[src/spi_fault_pkg.sv]
/*
 * constants, enums and carriers for the serial target port with
 * command checking and the frame error flag.
 * assumes a 40 MHz system clock that oversamples the serial pins.
 */
package spi_fault_pkg;

    // -------------------------------------------------------------
    // frame layout
    // -------------------------------------------------------------
    localparam int FRAME_BITS = 32;
    localparam logic [5:0] FRAME_BITS_C = 6'h20;
    localparam int ADDR_LSB = 0;
    localparam int ADDR_MSB = 6;
    localparam int WR_BIT = 7;
    localparam int DATA_LSB = 8;
    localparam int DATA_MSB = 23;
    localparam int CHK_LSB = 24;
    localparam int CHK_MSB = 31;
    localparam int PAYLOAD_BITS = 24;

    // -------------------------------------------------------------
    // checksum
    // -------------------------------------------------------------
    localparam logic [7:0] CRC_POLY = 8'h2f;
    localparam logic [7:0] CRC_INIT = 8'hff;
    localparam logic [7:0] CRC_XOR = 8'hff;
    localparam logic [7:0] PAT_IN = 8'ha5;
    localparam logic [7:0] PAT_OUT = 8'h5a;

    // -------------------------------------------------------------
    // register addresses seen by the checker
    // -------------------------------------------------------------
    localparam logic [6:0] ADR_MODE = 7'h01;
    localparam logic [6:0] ADR_WDOG = 7'h03;
    localparam logic [6:0] ADR_WAKE = 7'h06;
    localparam logic [6:0] ADR_TIMER = 7'h08;
    localparam logic [6:0] ADR_HSW = 7'h0a;
    localparam logic [6:0] ADR_CTRL_LO = 7'h01;
    localparam logic [6:0] ADR_CTRL_HI = 7'h0b;
    localparam logic [6:0] ADR_BCTRL_LO = 7'h10;
    localparam logic [6:0] ADR_BCTRL_HI = 7'h1d;
    localparam logic [6:0] ADR_STAT_LO = 7'h40;
    localparam logic [6:0] ADR_STAT_HI = 7'h46;
    localparam logic [6:0] ADR_BSTAT_LO = 7'h50;
    localparam logic [6:0] ADR_BSTAT_HI = 7'h5b;
    localparam logic [6:0] ADR_FAMILY = 7'h70;
    localparam logic [6:0] ADR_DEVSTAT = 7'h46;

    // mode field in the mode word, soft reset bit, sync select value
    localparam int MODE_LSB = 14;
    localparam int MODE_MSB = 15;
    localparam int SOFTRST_BIT = 13;
    localparam logic [1:0] SYNC_SEL = 2'h3;

    // -------------------------------------------------------------
    // types
    // -------------------------------------------------------------
    typedef enum logic [2:0] {
        M_INIT = 3'b000,
        M_NORMAL = 3'b001,
        M_STOP = 3'b010,
        M_SLEEP = 3'b011,
        M_RESTART = 3'b100,
        M_FAILSAFE = 3'b101
    } dev_mode_t;

    typedef enum logic [1:0] {
        REQ_NORMAL = 2'b00,
        REQ_SLEEP = 2'b01,
        REQ_STOP = 2'b10,
        REQ_RESET = 2'b11
    } mode_req_t;

    typedef struct packed {
        logic [7:0] chk;
        logic [15:0] data;
        logic wr;
        logic [6:0] addr;
    } frame_t;

    typedef struct packed {
        logic cmd_fault;
        logic chk_fail;
        logic err;
    } fault_t;

endpackage

[src/spi_fault_port.sv]
/*
 * serial target port: 32-bit frames, command validity checking,
 * command fault flag and frame error flag.
 * assumes the host drives select, clock and data asynchronously;
 * all three are oversampled by clk through two flip-flops.
 */
`timescale 1ns/1ps

module spi_fault_port (
    // clock and reset
    input wire logic clk,
    input wire logic rst_n,
    // serial pins
    input wire logic select_n,
    input wire logic sclk,
    input wire logic serial_in,
    output logic serial_out,
    output logic serial_out_oe,
    // device state
    input wire spi_fault_pkg::dev_mode_t mode_in,
    input wire logic reset_out_n,
    input wire logic checksum_strap_pin,
    input wire logic checksum_en,
    input wire logic wake_status_set,
    input wire logic wake_sources_set,
    input wire logic wake_sync_pin_is_sync,
    input wire logic [15:0] reply_data,
    input wire logic [7:0] status_field,
    // command results
    output logic cmd_valid,
    output spi_fault_pkg::frame_t cmd_frame,
    output spi_fault_pkg::dev_mode_t mode_req,
    output logic mode_req_valid,
    output logic interrupt_out_n,
    output spi_fault_pkg::fault_t faults,
    output logic frame_done
);

    // ---------------------------------------------------------------
    // pin synchronisers and edges
    // ---------------------------------------------------------------
    logic [1:0] cs_s_q, ck_s_q, di_s_q, rst_s_q;
    logic cs_d1_q, ck_d1_q;
    always_ff @(posedge clk or negedge rst_n) begin
        if (!rst_n) begin
            cs_s_q <= 2'h3;
            ck_s_q <= 2'h0;
            di_s_q <= 2'h0;
            rst_s_q <= 2'h3;
            cs_d1_q <= 1'b1;
            ck_d1_q <= 1'b0;
        end else begin
            cs_s_q <= {cs_s_q[0], select_n};
            ck_s_q <= {ck_s_q[0], sclk};
            di_s_q <= {di_s_q[0], serial_in};
            rst_s_q <= {rst_s_q[0], reset_out_n};
            cs_d1_q <= cs_s_q[1];
            ck_d1_q <= ck_s_q[1];
        end
    end
    logic cs_n, ck, cs_fall, cs_rise, ck_fall, ck_rise, rst_low, port_on;
    assign cs_n = cs_s_q[1];
    assign ck = ck_s_q[1];
    assign rst_low = !rst_s_q[1];
    assign cs_fall = cs_d1_q && !cs_n;
    assign cs_rise = !cs_d1_q && cs_n;
    assign ck_fall = ck_d1_q && !ck && !cs_n;
    assign ck_rise = !ck_d1_q && ck && !cs_n;
    assign port_on = (mode_in == spi_fault_pkg::M_INIT) || (mode_in == spi_fault_pkg::M_NORMAL)
        || (mode_in == spi_fault_pkg::M_STOP);

    // ---------------------------------------------------------------
    // crc-8 over payload bits, msb first
    // ---------------------------------------------------------------
    function automatic logic [7:0] crc8(input logic [23:0] p);
        logic [7:0] c;
        c = spi_fault_pkg::CRC_INIT;
        for (int i = spi_fault_pkg::PAYLOAD_BITS - 1; i >= 0; i--) begin
            c = (c[7] ^ p[i]) ? ({c[6:0], 1'b0} ^ spi_fault_pkg::CRC_POLY) : {c[6:0], 1'b0};
        end
        return c ^ spi_fault_pkg::CRC_XOR;
    endfunction

    // ---------------------------------------------------------------
    // frame shifting
    // ---------------------------------------------------------------
    logic [31:0] rx_q, tx_q;
    logic [5:0] cnt_q;
    logic edge_err_q, rst_seen_q, err_pend_q;
    logic [23:0] reply_payload;
    assign reply_payload = {reply_data, status_field};
    always_ff @(posedge clk or negedge rst_n) begin
        if (!rst_n) begin
            rx_q <= '0;
            cnt_q <= '0;
        end else if (cs_fall) begin
            rx_q <= '0;
            cnt_q <= '0;
        end else if (ck_fall) begin
            rx_q <= {rx_q[30:0], di_s_q[1]};
            if (cnt_q != 6'h3f) cnt_q <= cnt_q + 6'h01;
        end
    end

    always_ff @(posedge clk or negedge rst_n) begin
        if (!rst_n) begin
            tx_q <= '0;
        end else if (cs_fall) begin
            // error flag leads the frame before the first rising clock
            tx_q <= {err_pend_q, reply_payload[22:0],
                     checksum_en ? crc8({err_pend_q, reply_payload[22:0]})
                                 : spi_fault_pkg::PAT_OUT};
        end else if (ck_rise) begin
            tx_q <= {tx_q[30:0], 1'b0};
        end
    end

    always_ff @(posedge clk or negedge rst_n) begin
        if (!rst_n) begin
            serial_out <= 1'b1;
            serial_out_oe <= 1'b0;
        end else begin
            serial_out_oe <= !cs_n && port_on && !cs_rise;
            serial_out <= rst_low ? 1'b1 : tx_q[31];
        end
    end

    // ---------------------------------------------------------------
    // frame error tracking
    // ---------------------------------------------------------------
    logic cnt_bad;
    assign cnt_bad = (cnt_q != 6'h00) && (cnt_q != spi_fault_pkg::FRAME_BITS_C);
    always_ff @(posedge clk or negedge rst_n) begin
        if (!rst_n) begin
            edge_err_q <= 1'b0;
            rst_seen_q <= 1'b0;
            err_pend_q <= 1'b0;
        end else begin
            if (cs_fall) begin
                edge_err_q <= ck;
                rst_seen_q <= rst_low;
            end else if (!cs_n && rst_low) begin
                rst_seen_q <= 1'b1;
            end
            if (cs_rise) begin
                err_pend_q <= cnt_bad || ck || edge_err_q || rst_seen_q || rst_low;
            end
        end
    end

    // ---------------------------------------------------------------
    // command check at select rise
    // ---------------------------------------------------------------
    spi_fault_pkg::frame_t f;
    logic [1:0] rq;
    logic frame_ok, addr_used, chk_bad, stuck, is_wr, fault_d, exec_d, init_first;
    logic par_bad, stop_bad, to_stop, first_q;
    spi_fault_pkg::dev_mode_t next_mode;
    always_comb begin
        f = rx_q;
        rq = f.data[spi_fault_pkg::MODE_MSB:spi_fault_pkg::MODE_LSB];
        is_wr = f.wr;
        frame_ok = port_on && !cnt_bad && (cnt_q != 6'h00) && !ck && !edge_err_q
            && !rst_seen_q && !rst_low;
        addr_used = (f.addr >= spi_fault_pkg::ADR_CTRL_LO && f.addr <= spi_fault_pkg::ADR_CTRL_HI)
            || (f.addr >= spi_fault_pkg::ADR_BCTRL_LO && f.addr <= spi_fault_pkg::ADR_BCTRL_HI)
            || (f.addr >= spi_fault_pkg::ADR_STAT_LO && f.addr <= spi_fault_pkg::ADR_STAT_HI)
            || (f.addr >= spi_fault_pkg::ADR_BSTAT_LO && f.addr <= spi_fault_pkg::ADR_BSTAT_HI)
            || (f.addr == spi_fault_pkg::ADR_FAMILY);
        chk_bad = (f.addr != spi_fault_pkg::ADR_DEVSTAT || is_wr) && (checksum_en
            ? (f.chk != crc8(rx_q[23:0])) : (f.chk != spi_fault_pkg::PAT_IN));
        stuck = (rx_q == '0) || (rx_q == '1);
        init_first = first_q && (mode_in == spi_fault_pkg::M_INIT) && checksum_strap_pin;
        par_bad = is_wr && f.addr == spi_fault_pkg::ADR_WDOG && (^f.data);
        to_stop = is_wr && f.addr == spi_fault_pkg::ADR_MODE
            && rq == spi_fault_pkg::REQ_STOP;
        stop_bad = (mode_in == spi_fault_pkg::M_STOP) && is_wr && f.addr != spi_fault_pkg::ADR_WDOG
            && f.addr < spi_fault_pkg::ADR_STAT_LO && f.addr != spi_fault_pkg::ADR_MODE;
        next_mode = mode_in;
        fault_d = 1'b0;
        exec_d = 1'b0;
        if (frame_ok && init_first) begin
            next_mode = spi_fault_pkg::M_NORMAL;
            fault_d = to_stop || (is_wr && f.addr == spi_fault_pkg::ADR_MODE
                && rq == spi_fault_pkg::REQ_SLEEP);
        end else if (frame_ok && stuck) begin
            fault_d = 1'b1;
        end else if (frame_ok && addr_used && !chk_bad) begin
            exec_d = 1'b1;
            if (par_bad || stop_bad) begin
                fault_d = 1'b1;
                exec_d = 1'b0;
            end else if (is_wr && f.addr == spi_fault_pkg::ADR_TIMER
                    && f.data[15:8] >= f.data[7:0]) begin
                fault_d = 1'b1;
                exec_d = 1'b0;
            end else if (is_wr && f.addr == spi_fault_pkg::ADR_HSW
                    && f.data[1:0] == spi_fault_pkg::SYNC_SEL && !wake_sync_pin_is_sync) begin
                fault_d = 1'b1;
                exec_d = 1'b0;
            end else if (is_wr && f.addr == spi_fault_pkg::ADR_MODE) begin
                unique case (rq)
                    spi_fault_pkg::REQ_NORMAL: next_mode = spi_fault_pkg::M_NORMAL;
                    spi_fault_pkg::REQ_STOP: next_mode = spi_fault_pkg::M_STOP;
                    spi_fault_pkg::REQ_SLEEP: next_mode = spi_fault_pkg::M_SLEEP;
                    spi_fault_pkg::REQ_RESET: next_mode = spi_fault_pkg::M_RESTART;
                endcase
                if (mode_in == spi_fault_pkg::M_INIT && (rq == spi_fault_pkg::REQ_STOP
                        || rq == spi_fault_pkg::REQ_SLEEP)) begin
                    fault_d = 1'b1;
                    exec_d = 1'b0;
                    next_mode = spi_fault_pkg::M_NORMAL;
                end else if (mode_in == spi_fault_pkg::M_STOP && rq == spi_fault_pkg::REQ_SLEEP) begin
                    fault_d = 1'b1;
                    exec_d = 1'b0;
                    next_mode = spi_fault_pkg::M_RESTART;
                end else if (rq == spi_fault_pkg::REQ_SLEEP && !wake_sources_set) begin
                    fault_d = 1'b1;
                    next_mode = spi_fault_pkg::M_RESTART;
                end else if (mode_in == spi_fault_pkg::M_STOP && rq == spi_fault_pkg::REQ_STOP) begin
                    exec_d = 1'b0;
                end else if (mode_in == spi_fault_pkg::M_STOP) begin
                    exec_d = 1'b0;
                end
            end
        end
    end

    // ---------------------------------------------------------------
    // results, applied only after select rises
    // ---------------------------------------------------------------
    always_ff @(posedge clk or negedge rst_n) begin
        if (!rst_n) begin
            cmd_valid <= 1'b0;
            cmd_frame <= '0;
            mode_req <= spi_fault_pkg::M_INIT;
            mode_req_valid <= 1'b0;
            interrupt_out_n <= 1'b1;
            frame_done <= 1'b0;
            first_q <= 1'b1;
        end else begin
            frame_done <= cs_rise && frame_ok;
            cmd_valid <= cs_rise && exec_d;
            mode_req_valid <= cs_rise && frame_ok && (next_mode != mode_in);
            interrupt_out_n <= !(cs_rise && exec_d && to_stop && wake_status_set);
            if (cs_rise) begin
                cmd_frame <= f;
                mode_req <= next_mode;
            end
            if (mode_in != spi_fault_pkg::M_INIT) first_q <= 1'b1;
            else if (cs_rise && frame_ok) first_q <= 1'b0;
        end
    end

    always_ff @(posedge clk or negedge rst_n) begin
        if (!rst_n) begin
            faults <= '0;
        end else begin
            if (cs_rise) faults.err <= cnt_bad || ck || edge_err_q || rst_seen_q || rst_low;
            // set wins over a clear in the same frame
            if (cs_rise && frame_ok && addr_used && !chk_bad && is_wr
                    && f.addr == spi_fault_pkg::ADR_DEVSTAT) begin
                faults.cmd_fault <= fault_d;
                faults.chk_fail <= 1'b0;
            end else begin
                if (cs_rise && fault_d) faults.cmd_fault <= 1'b1;
                if (cs_rise && frame_ok && chk_bad) faults.chk_fail <= 1'b1;
            end
        end
    end

    // ---------------------------------------------------------------
    // checks
    // ---------------------------------------------------------------
    a_release_out: assert property (@(posedge clk) disable iff (!rst_n)
        cs_rise |=> !serial_out_oe) else $error("output not released");
    a_off_modes: assert property (@(posedge clk) disable iff (!rst_n)
        !port_on |=> !cmd_valid && !serial_out_oe) else $error("port active off");
    a_rst_high: assert property (@(posedge clk) disable iff (!rst_n)
        rst_low |=> serial_out) else $error("output not high in reset");
    a_stuck_fault: assert property (@(posedge clk) disable iff (!rst_n)
        cs_rise && frame_ok && stuck && !init_first
        |=> faults.cmd_fault && !cmd_valid) else $error("stuck frame accepted");
    a_count_err: assert property (@(posedge clk) disable iff (!rst_n)
        cs_rise && cnt_bad |=> faults.err && !cmd_valid) else $error("count error lost");
    a_stop_sleep: assert property (@(posedge clk) disable iff (!rst_n)
        cs_rise && exec_d |-> !(mode_in == spi_fault_pkg::M_STOP
        && next_mode == spi_fault_pkg::M_SLEEP)) else $error("stop to sleep run");
    a_fault_sticky: assert property (@(posedge clk) disable iff (!rst_n)
        faults.cmd_fault && !cs_rise |=> faults.cmd_fault) else $error("fault dropped");
    a_bit_shift: assert property (@(posedge clk) disable iff (!rst_n)
        ck_fall && !cs_fall |=> rx_q[0] == $past(di_s_q[1])) else $error("bit not taken");

endmodule

[config.mk]
export PLATFORM = sky130hd
export DESIGN_NAME = spi_fault_port
export DESIGN_NICKNAME = d
export VERILOG_FILES = /design/src/spi_fault_pkg.sv /design/src/spi_fault_port.sv
export SDC_FILE = /design/constraint.sdc
export NUM_CORES = 1
export LEC_CHECK = 0
export ABC_AREA = 1
export BUFFER_PORTS_ARGS = -buffer_cell sky130_fd_sc_hd__clkbuf_2
export CAP_MARGIN = 20
export CELL_PAD_IN_SITES_DETAIL_PLACEMENT = 1
export CELL_PAD_IN_SITES_GLOBAL_PLACEMENT = 2
export CORE_MARGIN = 1.5
export CORE_UTILIZATION = 34
export DETAILED_ROUTE_END_ITERATION = 10
export HOLD_SLACK_MARGIN = 0.12
export PLACE_DENSITY_LB_ADDON = 0.1
export SKIP_LAST_GASP = 1
export SYNTH_ARGS = -nofsm -noshare
export SYNTH_HDL_FRONTEND = slang
export SYNTH_SLANG_ARGS = --single-unit
[constraint.sdc]
create_clock -name clk -period 5.7 [get_ports clk]
set_input_delay 0.57 -clock clk [delete_from_list [all_inputs] [get_ports clk]]
set_output_delay 0.57 -clock clk [all_outputs]
set_load 0.05 [all_outputs]
==> results.sh <==
export IMPL_antenna_found_initial=2
export IMPL_drtIter0Drc=385
export IMPL_vias=8134
export IMPL_routed_wl_um=26900
export IMPL_finalSetupTns_ps=0
export IMPL_synth_seq_area_share=0.361
export IMPL_rsz0062_at_grt="no"
export IMPL_path_class="flop to flop"
export IMPL_numCtsBuffers=17
export IMPL_fmax_mhz=197
export IMPL_place_area_um2=9610
export IMPL_insertedDiodeCount=0
export IMPL_place_congestion=0.837
export IMPL_ys_warn_count=0
export IMPL_tritoncts="done"
export IMPL_end_kind="flop"
export IMPL_cpMostUsedCell="nand2_1"
export IMPL_netlist_instances=1216
export IMPL_drive_gt1_frac=0.136
export IMPL_hold_viol_final=0
export IMPL_ant_nets=0
export IMPL_netlist_area_um2=8830
export IMPL_arrival_ps=5390
export IMPL_cp_max_fo=7
export IMPL_io_pins=82
export IMPL_status="complete, no violations"
export IMPL_cts_buffer_depth=2
export IMPL_clock_sinks=127
export IMPL_slew_headroom=0.348
export IMPL_grt_max_degree=81
export IMPL_slew_violations=0
export IMPL_mostFrequentLayoutCells="nand2_1, nand3_1, dfrtp_1, inv_1, o21ai_0"
export IMPL_track_usage=0.214
export IMPL_fp_row_count=58
export IMPL_cp_slowest_cell="dfrtp_1"
export IMPL_drt_vias_per_instance=4.97
export IMPL_htree_levels=4
export IMPL_synth_distinct_cells=45
export IMPL_die_w_um=164
export IMPL_overflow=0
export IMPL_setup_violations=0
export IMPL_hp_class="input port to asynchronous set/reset pin"
export IMPL_core_um2=25300
export IMPL_numPortBuffers=80
export IMPL_synth_top_cell_by_area="dfrtp_1"
export IMPL_post_drt_wl_per_cell_um=16.5
export IMPL_ys_seq_elements=127
export IMPL_synth_area_per_cell_um2=7.26
export IMPL_synth_fp_nets=1283
export IMPL_drc=0
export IMPL_first_pass_iters=4
export IMPL_design_area_um2=10200
export IMPL_required_ps=6020
export IMPL_cts_root_buf="clkbuf_16"
export IMPL_tightest_slew_ps=978
export IMPL_grt_first_pass_wirelength_um=44700
export IMPL_start_kind="flop"
export IMPL_hpwl_um=20500
export IMPL_max_stage_delay_ps=530
export IMPL_synth_top_area_frac=0.337
export IMPL_syn_to_final_growth_pct=15.6
export IMPL_postCtsSetupBuffers=0
export IMPL_dieArea_um2=27000
export IMPL_clk_latency_ps=440
export IMPL_drv_cap=0
export IMPL_clkSlewWorstSetupHoldPaths_ps=80
export IMPL_nNetsFinal=1359
export IMPL_period_needed_ps=5080
export IMPL_fp_dieH_um=164
export IMPL_fin_crit_sh=0.891
export IMPL_synth_area_leaders="dfrtp_1, nand2_1, nand3_1"
export IMPL_grt_pass1_vias=8493
export IMPL_initial_core_util=0.349
export IMPL_finClkSkew_ps=13.5
export IMPL_final_common_cell="nand2_1"
## kinds of logic (layout without fill, tap and decap cells)
group,after synthesis,in the layout,share of synthesized area
compound gates,138,138,0.0881
xor+xnor,92,92,0.121
fa+ha+maj,29,29,0.0411
buf+inv,153,242,0.0657
flops,127,127,0.361
simple gates,677,677,0.324
## synth_stat cells
| cell | number |
|---|---|
| ha_1 | 29 |
| xnor2_4 | 1 |
| xor2_4 | 4 |
| nand2_2 | 4 |
| and3b_1 | 1 |
| nand2_1 | 403 |
| and2_1 | 1 |
| nor3_1 | 11 |
| o221ai_1 | 1 |
| inv_2 | 3 |
| inv_1 | 116 |
| dfstp_2 | 8 |
| nand3_1 | 169 |
| buf_4 | 1 |
| xnor2_1 | 31 |
| a211oi_1 | 1 |
| o31ai_1 | 1 |
| or2_1 | 2 |
| o22ai_1 | 2 |
| o211ai_1 | 3 |
| clkbuf_1 | 29 |
| a31o_2 | 1 |
| o21ai_1 | 1 |
| o21bai_1 | 1 |
| o21ai_0 | 82 |
| a311oi_1 | 1 |
| a22oi_1 | 1 |
| nand4_1 | 12 |
| o2111a_1 | 1 |
| a21oi_1 | 8 |
| a31oi_1 | 29 |
| or4_1 | 2 |
| buf_2 | 2 |
| xor2_2 | 16 |
| a21oi_2 | 1 |
| nor2_1 | 60 |
| or2_2 | 1 |
| xnor2_2 | 6 |
| or2_0 | 1 |
| o21a_1 | 4 |
| nor4_1 | 9 |
| buf_1 | 2 |
| dfrtp_1 | 119 |
| xor2_1 | 34 |
| or3b_1 | 1 |
## critical path, delay by kind of cell, from the launching register on
family | cells | cell delay [ps]
and+or+nand+nor | 30 | 3790
DFF | 1 | 530
AOI/OAI and AO/OA | 1 | 90
buffers and inverters | 5 | 530
## timing repair
item / CTS / global route
resized for setup: 0 / 7
endpoints found under the setup margin: 0 / 6
hold buffers: 0 / 0
## sequential cells by signal, summed over array words and instances, names as in the netlist
register and cells:
cmd_frame 32, rst_seen_q 1, mode_req 3, frame_done 1
di_s_q 2, interrupt_out_n 1, cnt_q 6, f 32
ck_d1_q 1, tx_q 32, first_q 1, ck_s_q 2
mode_req_valid 1, serial_out 1, serial_out_oe 1, cs_s_q 2
cmd_valid 1, cs_d1_q 1, rst_s_q 2, faults 3
edge_err_q 1
## through the flow
stage / std cells / util / hold WS [ps] / worst slack (ps)
floorplan: 1216 / - / 274 / 1400
global placement: 1603 / 0.379 / 332 / 594
detailed placement: 1603 / 0.379 / 337 / 456
CTS: 1635 / 0.403 / 174 / 432
global route: 1635 / 0.403 / 211 / 22.3
finish: 1635 / 0.403 / 144 / 624
## final timing paths
check	slack, ps	cells after the start	start	end
hold / removal	140	1	rst_n	tx_q[7]
setup / recovery	620	36	f[18]	faults[1]
setup reg to reg	620	36	f[18]	faults[1]
hold reg to reg	350	0	di_s_q[0]	di_s_q[1]
max in group asynchronous	4360	2	rst_n	f[21]
min in group clk	220	1	reset_out_n	rst_s_q[0]
## final cells by class
cell class              count  area (µm²)
clock buffers              17         425
clock inverters            15         166
fillers                  3204       15100
inverters                 119         447
multi-input cells         936        5080
flip-flops and latches    127        3190
well taps                 330         413
repair buffers             91         489
## layer usage
metal	vias up	routed length (µm)	track usage
met5	-	12	0
met4	2	191	0.0446
met3	18	1100	0.0439
met2	101	13100	0.372
met1	3916	12500	0.272
li1	4097	-	-
Power is left out: the tool's default activity adds up to more than one toggle a clock period on the data nets, which glitch-free logic cannot reach.
